<file path="src/logic/sbe_pkg.sv">
`default_nettype none
package sbe_pkg;
  // Instruction word and datapath widths
  localparam int INSN_W = 14;
  localparam int DATA_W = 8;
  localparam int FADR_W = 7;
  localparam int PC_W   = 13;
  localparam int TGT_W  = 11;

  // Opcode field positions
  localparam int OP6_MSB  = 13;
  localparam int OP6_LSB  = 8;
  localparam int DEST_BIT = 7;
  localparam int OP3_MSB  = 13;
  localparam int OP3_LSB  = 11;
  localparam int OP5_MSB  = 13;
  localparam int OP5_LSB  = 9;

  // Upper address latch bits feeding pc[12:11]
  localparam int LATCH_HI = 4;
  localparam int LATCH_LO = 3;

  // Opcode encodings
  localparam logic [5:0] OPC_DEC_SKIP = 6'h0B;
  localparam logic [5:0] OPC_INC_SKIP = 6'h0F;
  localparam logic [5:0] OPC_INC_FILE = 6'h0A;
  localparam logic [5:0] OPC_OR_FILE  = 6'h04;
  localparam logic [2:0] OPC_BRANCH   = 3'h5;
  localparam logic [4:0] OPC_OR_LIT   = 5'h1C;

  // Values after reset
  localparam logic [DATA_W-1:0] WORK_RST = 8'h00;
  localparam logic [PC_W-1:0]   PC_RST   = 13'h0000;

  // Instruction classes seen by the executor
  typedef enum logic [2:0] {
    SBE_NONE, SBE_DEC_SKIP, SBE_INC_SKIP, SBE_BRANCH,
    SBE_OR_LIT, SBE_INC_FILE, SBE_OR_FILE
  } sbe_kind_t;

  // File register write-back
  typedef struct packed {
    logic              we;
    logic [FADR_W-1:0] addr;
    logic [DATA_W-1:0] data;
  } sbe_fwr_t;

  // Program counter load request
  typedef struct packed {
    logic            load;
    logic [PC_W-1:0] target;
  } sbe_pcld_t;
endpackage
`default_nettype wire

</file>
<file path="src/logic/sbe_exec.sv">
`timescale 1ns/1ns
`default_nettype none
module sbe_exec (
  input  wire logic                         clk,
  input  wire logic                         rst_n,
  input  wire logic                         insn_valid,
  input  wire logic [sbe_pkg::INSN_W-1:0]   insn,
  input  wire logic [sbe_pkg::DATA_W-1:0]   file_rdata,
  input  wire logic [sbe_pkg::DATA_W-1:0]   upper_address_latch,
  output logic      [sbe_pkg::FADR_W-1:0]   file_raddr,
  output sbe_pkg::sbe_fwr_t                 file_wr,
  output sbe_pkg::sbe_pcld_t                pc_ld,
  output logic      [sbe_pkg::DATA_W-1:0]   work_ff,
  output logic                              zero_ff,
  output logic                              squash_ff,
  output logic                              busy_ff
);
  import sbe_pkg::*;

  sbe_kind_t             kind;        // Decoded class of insn
  logic [5:0]            op6;         // Long opcode field
  logic [4:0]            op5;         // Literal-form opcode field
  logic [2:0]            op3;         // Branch opcode field
  logic [DATA_W-1:0]     result;      // ALU result
  logic [DATA_W-1:0]     opnd;        // File operand after the bypass
  logic                  dest_file;   // High sends result to file
  logic                  writes_zero; // Class updates the zero flag
  logic                  is_skip;     // Class skips on zero
  logic                  take;        // Instruction actually executes
  logic [FADR_W-1:0]     fadr;        // File operand address
  logic [PC_W-1:0]       nxt_target;  // Branch destination
  logic                  op_file;     // Class takes a file operand
  logic                  wr_file;     // Executed word writes a file register
  logic                  wr_work;     // Executed word writes the working register
  logic                  res_zero;    // ALU result is all zeros
  logic                  run_branch;  // Executed word is the branch
  logic                  run_skip;    // Executed skip that hit zero

  // Field split of the 14-bit word:
  //   [6:0] file address, [7] destination select
  //   [7:0] literal of the immediate OR
  //   [10:0] branch target
  assign op6        = insn[OP6_MSB:OP6_LSB];
  assign op5        = insn[OP5_MSB:OP5_LSB];
  assign op3        = insn[OP3_MSB:OP3_LSB];

  // Read address is combinational from the instruction
  // Left unregistered so the file answers within the same cycle
  assign fadr       = insn[FADR_W-1:0];
  assign dest_file  = insn[DEST_BIT];
  assign file_raddr = fadr;
  // Bypass: the write strobe lands one edge late, so a reader
  // of the same register right behind it takes the pending data
  assign opnd       = (file_wr.we && (file_wr.addr == fadr)) ? file_wr.data : file_rdata;
  // Skip and branch both work by dropping the next valid word
  // A squashed slot or the branch dead cycle executes nothing
  assign take       = insn_valid && !squash_ff && !busy_ff;

  // Classes whose result may go back to the file register
  assign op_file    = (kind == SBE_DEC_SKIP) || (kind == SBE_INC_SKIP) ||
                      (kind == SBE_INC_FILE) || (kind == SBE_OR_FILE);
  // Destination by d; the literal OR always lands in work
  assign wr_file    = take && op_file && dest_file;
  assign wr_work    = take && ((op_file && !dest_file) || (kind == SBE_OR_LIT));
  // One zero detect shared by the flag and the skip decision
  assign res_zero   = (result == '0);
  assign run_branch = take && (kind == SBE_BRANCH);
  assign run_skip   = take && is_skip && res_zero;

  // Decode the six handled opcodes
  // Long opcodes first; the short forms never alias them
  always_comb begin
    kind = SBE_NONE;
    if (op6 == OPC_DEC_SKIP) begin
      // Decrement, skip on zero
      kind = SBE_DEC_SKIP;
    end else if (op6 == OPC_INC_SKIP) begin
      // Increment, skip on zero
      kind = SBE_INC_SKIP;
    end else if (op6 == OPC_INC_FILE) begin
      // Plain increment
      kind = SBE_INC_FILE;
    end else if (op6 == OPC_OR_FILE) begin
      // OR of work with a file register
      kind = SBE_OR_FILE;
    end else if (op3 == OPC_BRANCH) begin
      // Unconditional branch, 11-bit target
      kind = SBE_BRANCH;
    end else if (op5 == OPC_OR_LIT) begin
      // OR of work with the literal
      kind = SBE_OR_LIT;
    end
    // Any other word stays none and does nothing
  end

  // ALU and per-class effects
  always_comb begin
    result      = '0;
    writes_zero = 1'b0;
    is_skip     = 1'b0;
    case (kind)
      SBE_DEC_SKIP: begin
        // Wraps 00 to FF; flags untouched
        result  = opnd - 8'h01;
        is_skip = 1'b1;
      end
      SBE_INC_SKIP: begin
        // Wraps FF to 00, which is what triggers the skip
        result  = opnd + 8'h01;
        is_skip = 1'b1;
      end
      SBE_INC_FILE: begin
        // Same adder as the skip form, but it owns the zero flag
        result      = opnd + 8'h01;
        writes_zero = 1'b1;
      end
      SBE_OR_FILE: begin
        // Work OR file register
        result      = work_ff | opnd;
        writes_zero = 1'b1;
      end
      SBE_OR_LIT: begin
        // Work OR the low byte of the word
        result      = work_ff | insn[DATA_W-1:0];
        writes_zero = 1'b1;
      end
      SBE_BRANCH: begin
        // Branch acts only through the pc load and the dead cycle
        result = '0;  // No data result
      end
      default: begin
        // Unknown words: no result, no effects
        result = '0;
      end
    endcase
  end

  // Target: latch bits 4:3 above the full 11-bit immediate, so 0..8191 all reachable
  assign nxt_target = {upper_address_latch[LATCH_HI:LATCH_LO], insn[TGT_W-1:0]};

  // Working register write-back
  // Refused words fall through and keep the old value
  always_ff @(posedge clk) begin
    if (!rst_n) begin
      work_ff <= WORK_RST;
    end else if (wr_work) begin
      // Literal OR, or a file class with d low
      work_ff <= result;
    end
  end

  // File register write-back, registered for clean outputs
  // One strobe per executed write; address and data ride along
  always_ff @(posedge clk) begin
    if (!rst_n) begin
      file_wr <= '0;
    end else begin
      file_wr.we   <= wr_file;
      // Free running; only meaningful while the strobe is high
      file_wr.addr <= fadr;
      file_wr.data <= result;
    end
  end

  // Zero flag; skip variants and branch leave it alone
  // Skip forms share the adder but not the flag write
  always_ff @(posedge clk) begin
    if (!rst_n) begin
      zero_ff <= 1'b0;
    end else if (take && writes_zero) begin
      // Set on an all-zero result, cleared otherwise
      zero_ff <= res_zero;
    end
  end

  // Skip: next fetched slot runs as a no-operation
  // Updated only on valid slots, so a fetch gap keeps it pending
  always_ff @(posedge clk) begin
    if (!rst_n) begin
      squash_ff <= 1'b0;
    end else if (insn_valid) begin
      // A nonzero result clears it and the next word runs
      squash_ff <= run_skip;
    end
  end

  // Branch: load pc on the edge after the branch executes
  always_ff @(posedge clk) begin
    if (!rst_n) begin
      pc_ld <= '0;
    end else begin
      pc_ld.load   <= run_branch;
      // Target follows insn; the fetch side looks only on load
      pc_ld.target <= nxt_target;
    end
  end

  // Branch dead cycle: the prefetched word after a branch is dropped
  // Cleared only by a valid slot, so fetch gaps do not lose it
  always_ff @(posedge clk) begin
    if (!rst_n) begin
      busy_ff <= 1'b0;
    end else if (run_branch) begin
      busy_ff <= 1'b1;
    end else if (insn_valid) begin
      // The dead slot has now been consumed
      busy_ff <= 1'b0;
    end
  end
endmodule
`default_nettype wire

</file>
<file path="config.mk">
export PLATFORM = sky130hd
export DESIGN_NAME = sbe_exec
export DESIGN_NICKNAME = d
export VERILOG_FILES = /design/src/logic/sbe_pkg.sv /design/src/logic/sbe_exec.sv
export SDC_FILE = /design/constraint.sdc
export NUM_CORES = 1
export LEC_CHECK = 0
export ABC_AREA = 1
export BUFFER_PORTS_ARGS = -buffer_cell sky130_fd_sc_hd__buf_2
export CORE_MARGIN = 10
export CORE_UTILIZATION = 50
export CTS_BUF_LIST = sky130_fd_sc_hd__clkbuf_16
export CTS_CLUSTER_SIZE = 16
export DETAILED_ROUTE_END_ITERATION = 12
export PLACE_DENSITY = 0.9
export SETUP_SLACK_MARGIN = 0.05
export SYNTH_ARGS = -nofsm -noshare
export SYNTH_HDL_FRONTEND = slang
export SYNTH_SLANG_ARGS = --single-unit
</file>
<file path="constraint.sdc">
create_clock -name clk -period 3.3 [get_ports clk]
set_input_delay 0.33 -clock clk [delete_from_list [all_inputs] [get_ports clk]]
set_output_delay 0.33 -clock clk [all_outputs]
set_load 0.005 [all_outputs]
</file>
==> run_results.csv, run 1 <==
group,metric,value,unit
critical_path,path_buf_inv,4,
final_layout,diodes,0,
floorplanning,row_count,24,
timing,rsz0062_at_grt,"no",
clock_network,cts_setup_buffers,0,
floorplanning,die_area,7570,sq um
grt,grt_pass1_vias,2476,
floorplanning,io_pins,81,
synth,synthTopCellsByArea,"dfxtp_1 30%, nand2_1 17%, inv_1 14%, nand3_1 5.1%, buf_4 5.0%",
drt,final_antenna_net_count,0,
drt,detail_route.wl_per_cell,13.7,um
synth,synth_top_area_share,30.3,%
critical_path,rr_worst_depth,25,
clock_network,clock_path_buffers,2,
synth,synthMuxAreaShare,0,%
clock_network,cts_tree,"built",
pwr,power,0.00124,W
timing,skew,0.00689,ns
hold_path,min_path_type,"in -> reg",
placement,dp_hpwl,4.92,mm
floorplanning,core,4350,sq um
timing,slew_headroom,63.4,%
synth,synthAdderAreaFrac,4.24,%
clock_network,clk_latency,0.28,ns
drt,firstDrtPassIters,4,
status,status,"finished, final reports clean",
synth,synth_warnings,0,
synth,synthArstFlopShare,0,%
synth,synth_top_family_by_area,"simple AND/OR/NAND/NOR gates",
timing,fin_crit_sh,89.3,%
drt,drt_iter0_drc,204,
grt,grt_overflow_total,0,
grt,antenna_found_initial,0,
final_layout,final_nets,462,
clock_network,clkTransAtPathRegs,0.06,ns
flow_run,cap_violations,0,
synth,synth_nets,398,
synth,yosys.area_share.simple,35.0,%
pwr,ir_drop,0.000341,V
clock_network,hold_buffers,0,
timing,final_hold_viol_count,0,
timing,final-max-slew-violation-count,0,
drt,via_per_inst,5.12,
floorplanning,initial_core_util,51.6,%
synth,syn_avg_cell_area,6.27,sq um
clock_network,numCtsBuffers,5,
synth,yosysMostFrequentCell,"nand2_1",
timing,fmax,339,MHz
timing,finalSetupViolCount,0,
placement,io_buffers,74,
placement,place.gp.congestion,0.951,
hold_path,holdPathStages,3,
critical_path,endpoint_kind,"flop",
clock_network,cts_resized,0,
critical_path,worst_path_most_repeated_cell,"nand2_1",
synth,synth_edf_count,0,
drt,finalWirelength,6.52,mm
synth,synth_seq_area_share,30.3,%
final_layout,syn2layout_area_growth,23.1,%
critical_path,cp_data_required_time,3.52,ns
clock_network,cts_num_sinks,34,
synth,synth_xor_area_share,0,%
critical_path,critPathMaxFanout,9,
drt,drc_errors,0,
synth,ys_top_cells_by_count,"101 x nand2_1, 82 x inv_1, 34 x dfxtp_1",
final_layout,final_cell_area,2760,sq um
drt,vias,2434,
critical_path,path_depth,25,
placement,dpl_cell_area,2560,sq um
critical_path,critPathSlowestCell,"dfxtp_1",
synth,synth_area_leader_cell,"dfxtp_1",
clock_network,cts_htree_levels,2,
grt,grtUsageTotal,17.8,%
critical_path,cp_top_family,"simple AND/OR/NAND/NOR gates",
critical_path,setup.worst_path.class,"reg -> reg",
synth,synth-compound-area-share,10.5,%
synth,synth-seq-cells,34,
final_layout,fillers,397,
floorplanning,die_h,87,um
synth,syn-instance-count,358,
critical_path,worstSetupStartpointType,"flop",
timing,min_period,2.95,ns
grt,grt_pass1_wl,11.0,mm
pwr,p_per_area,449,nW/um^2
critical_path,r2r_slack,0.35,ns
critical_path,cpPeakStageDelay,0.37,ns
synth,synthFlopType,"dfxtp_1",
floorplanning,die_w,87,um
timing,tns,0,ns
timing,tightest_slew,0.545,ns
pwr,power.leakage,1.70,nW
synth,yosysUniqueCellTypes,32,
placement,dp_slack,0.329,ns
timing,worst_slack,0.353,ns
clock_network,cts_root_buf,"clkbuf_16",
synth,syn_area,2240,sq um
critical_path,arrival,3.17,ns
final_layout,drive_gt1_share,24.8,%
grt,grt_max_degree,24,
-- final cells by class --
class,count,area [sq um],share of cell area (%)
repair buffers,75,378,13.7
clock inverters,3,68.8,2.49
flip-flops and latches,34,682,24.7
clock buffers,5,125,4.53
well taps,52,65.1,2.36
multi-input cells,220,1120,40.6
inverters,86,323,11.7
-- per-layer routing --
layer	global-route usage (%)	vias to the layer above	wire (um)	share of wire, %
met3	8.05	28	714	11
met1	19.0	1081	2490	38
li1	-	1203	-	-
met5	0	-	0	0
met2	29.8	122	3140	48
met4	6.77	0	176	2.7
-- registers in the layout, indices dropped and copies added (netlist names) --
register / count
busy_ff: 1
squash_ff: 1
zero_ff: 1
file_wr: 15
pc_ld: 8
work_ff: 8
-- power breakdown --
group | switching, W | internal, W
registers | 0.00000893 | 0.000425
clock network | 0.000185 | 0.000434
logic | 0.000116 | 0.0000715
-- cells by family (layout without fill, tap and decap cells) --
group                      after synthesis  in the layout
DFF                                     34             34
and+or+nand+nor                        175            175
adders and majority gates                7              7
AOI/OAI and AO/OA                       38             38
buffers and inverters                  104            169
-- through the flow --
| step | util [%] | hold WS, ns | instances |
|---|---|---|---|
| global placement | 58.9 | 0.471 | 467 |
| CTS | 63.3 | 0.229 | 475 |
| finish | 63.4 | 0.226 | 475 |
| global route | 63.4 | 0.243 | 475 |
| detailed placement | 58.9 | 0.488 | 467 |
| floorplan | - | 0.423 | 358 |
-- tightest hold or removal path, delay by kind of cell --
kind | cells | cell delay [ns]
buf+inv | 2 | 0.11
simple gates | 1 | 0.04
-- worst paths after layout --
kind,endpoint,from
worst max-delay path,squash_ff$_SDFFE_PN0P_,file_wr[11]$_SDFF_PN0_
worst min-delay path,pc_ld[11]$_SDFF_PN0_,upper_address_latch[3]
worst max register to register,squash_ff$_SDFFE_PN0P_,file_wr[11]$_SDFF_PN0_
worst min register to register,busy_ff$_SDFFE_PN0P_,busy_ff$_SDFFE_PN0P_
-- placed cells by master (no fill, tap or decap), types with 3 or more instances in the layout --
master	instances
a21oi_1	17
buf_2	74
clkbuf_16	5
dfxtp_1	33
ha_1	6
inv_1	82
inv_2	3
nand2_1	101
nand3_1	23
nand4_1	5
nor2_1	25
nor2_2	4
nor2_4	4
o211ai_1	8
o21ai_0	4
Note: power is estimated with default switching activity, not from simulation.
==> inputs of run 2 (changes only) <==
--- a/config.mk
+++ b/config.mk
@@ -12,6 +12,7 @@
 export CTS_BUF_LIST = sky130_fd_sc_hd__clkbuf_16
 export CTS_CLUSTER_SIZE = 16
 export DETAILED_ROUTE_END_ITERATION = 12
+export GPL_TIMING_DRIVEN = 0
 export PLACE_DENSITY = 0.9
 export SETUP_SLACK_MARGIN = 0.05
 export SYNTH_ARGS = -nofsm -noshare
==> run 2 against run 1 <==
Setup slack better by 0.049 ns. Design area up 4.3%. Sequential power barely moved. Utilization up 2.7 points. Register-to-register slack improved by 0.05 ns. Flip-flop and latch count unchanged. Non-clock buffer count increased by 17. Clock skew shrank 0.0015 ns. Largest cell class unchanged.
==> run_results.csv, run 2 (same netlist as run 1, synthesis figures left out) <==
group,metric,value,unit
final_layout,final_nets,479,
pwr,p_per_area,434,nW/um^2
clock_network,clock_path_buffers,2,
placement,dp.cells,484,
placement,dpl_cell_area,2680,sq um
critical_path,cp_data_required_time,3.52,ns
critical_path,endpoint_kind,"flop",
status,status,"finished, final reports clean",
critical_path,setup.worst_path.class,"reg -> reg",
final_layout,drive_gt1_share,27.0,%
grt,grtUsageTotal,17.2,%
placement,io_buffers,74,
final_layout,final_cell_area,2880,sq um
grt,grt_pass1_wl,10.6,mm
grt,grt_pass1_vias,2410,
hold_path,min_path_type,"in -> reg",
grt,grt_max_degree,13,
drt,detail_route.wl_per_cell,13.3,um
final_layout,final_cell_mix,"101 x nand2_1, 82 x inv_1, 74 x buf_2",
final_layout,largest_reg_flops,15,
timing,tightest_slew,0.493,ns
drt,firstDrtPassIters,5,
timing,final-max-slew-violation-count,0,
placement,place.gp.congestion,0.909,
critical_path,arrival,3.11,ns
clock_network,clkTransAtPathRegs,0.06,ns
final_layout,reg_top3,"file_wr x15, pc_ld x8, work_ff x8",
pwr,power.leakage,1.77,nW
final_layout,final_common_cell,"nand2_1",
clock_network,cts_root_buf,"clkbuf_16",
flow_run,cap_violations,0,
timing,final_hold_viol_count,0,
drt,finalWirelength,6.56,mm
timing,slew_headroom,67.2,%
grt,grt_overflow_total,0,
drt,drt_iter0_drc,134,
clock_network,hold_buffers,0,
floorplanning,core,4350,sq um
critical_path,worstSetupStartpointType,"flop",
drt,via_per_inst,4.98,
critical_path,critPathMaxFanout,4,
final_layout,syn2layout_area_growth,28.4,%
drt,vias,2452,
timing,finalSetupViolCount,0,
timing,rsz0062_at_grt,"no",
timing,fin_crit_sh,87.8,%
clock_network,numCtsBuffers,5,
final_layout,utilization,66.2,%
timing,skew,0.00541,ns
timing,tns,0,ns
clock_network,cts_tree,"built",
pwr,ir_drop,0.000292,V
final_layout,instances_no_fill,492,
floorplanning,io_pins,81,
drt,final_antenna_net_count,0,
final_layout,regMostFlops,"file_wr",
floorplanning,die_w,87,um
grt,antenna_found_initial,0,
floorplanning,initial_core_util,51.6,%
floorplanning,die_h,87,um
floorplanning,die_area,7570,sq um
timing,fmax,345,MHz
final_layout,fillers,392,
placement,dp_hpwl,5.31,mm
clock_network,clk_latency,0.28,ns
clock_network,cts_htree_levels,2,
drt,drc_errors,0,
clock_network,cts_num_sinks,34,
timing,min_period,2.90,ns
final_layout,diodes,0,
floorplanning,row_count,24,
==> run 2: changes by cell type in the layout (fill, tap and decap cells not counted) <==
cell | before | now
a21oi_1 | 17 | 16
a21oi_2 | 2 | 3
buf_4 | 1 | 15
clkbuf_1 | 0 | 3
dfxtp_1 | 33 | 34
dfxtp_2 | 1 | 0
==> run 2: cell type report <==
cell class                 count  area [sq um]  share of cell area, %
tap                           52          65.1                   2.26
clock buffer                   5           125                   4.34
inverter                      86           323                   11.2
timing repair buffer          74           370                   12.9
multi-input combinational    220          1120                   39.0
clock inverter                 3          68.8                   2.39
sequential                    34           681                   23.6
buffer                        18           124                   4.30
==> run 2: what timing repair did <==
item                                   4_1_cts  5_1_grt
gates resized for setup                      0        2
setup endpoints to repair                    0        2
endpoints found under the hold margin        0        0
buffers inserted                             0        0
==> run 2: through the flow <==
stage          worst slack (ns)  power (W)  hold slack (ns)
3_5_place_dp              0.255   0.000639            0.488
6_report                  0.401    0.00125            0.226
3_3_place_gp              0.353   0.000631            0.464
5_1_grt                  0.0495    0.00130            0.240
4_1_cts                   0.354    0.00126            0.223
2_1_floorplan             0.777   0.000565            0.423
==> run 2: path summary, 6_finish.rpt <==
check	start	endpoint	slack [ns]	depth (start not counted)
worst min register to register	squash_ff$_SDFFE_PN0P_	squash_ff$_SDFFE_PN0P_	0.50	2
worst max register to register	file_wr[12]$_SDFF_PN0_	squash_ff$_SDFFE_PN0P_	0.40	21
worst max-delay path	file_wr[12]$_SDFF_PN0_	squash_ff$_SDFFE_PN0P_	0.40	21
worst min-delay path	upper_address_latch[4]	pc_ld[12]$_SDFF_PN0_	0.23	3
==> run 2: critical path: stages (launching register included) <==
cell and delay, ns:
dfxtp_1 0.38, nand2_1 0.07, nand2_1 0.10, nand3_1 0.09, nor2_2 0.22, nand2_2 0.09, nand2_2 0.08, and2_4 0.15
inv_1 0.05, fa_1 0.37, inv_1 0.09, nand3_1 0.07, nand2_1 0.09, nand2_1 0.06, nor3b_1 0.14, a21oi_2 0.19
nand2_1 0.09, nor2_1 0.09, nand2_1 0.07, nor2_2 0.12, nand3_1 0.11, a21oi_2 0.12
==> run 2: where the power goes <==
| part | leakage (nW) | internal [W] | switching, W |
|---|---|---|---|
| Sequential | 0.278 | 0.000425 | 0.00000892 |
| Clock | 0.0940 | 0.000434 | 0.000183 |
| Combinational | 1.40 | 0.0000823 | 0.000117 |
==> run 2: routing by layer <==
metal,part of all wire [%],global-route usage (%)
met5,0,0
met4,2.4,6.19
met3,9.6,6.55
met2,49,30.4
met1,40,18.1
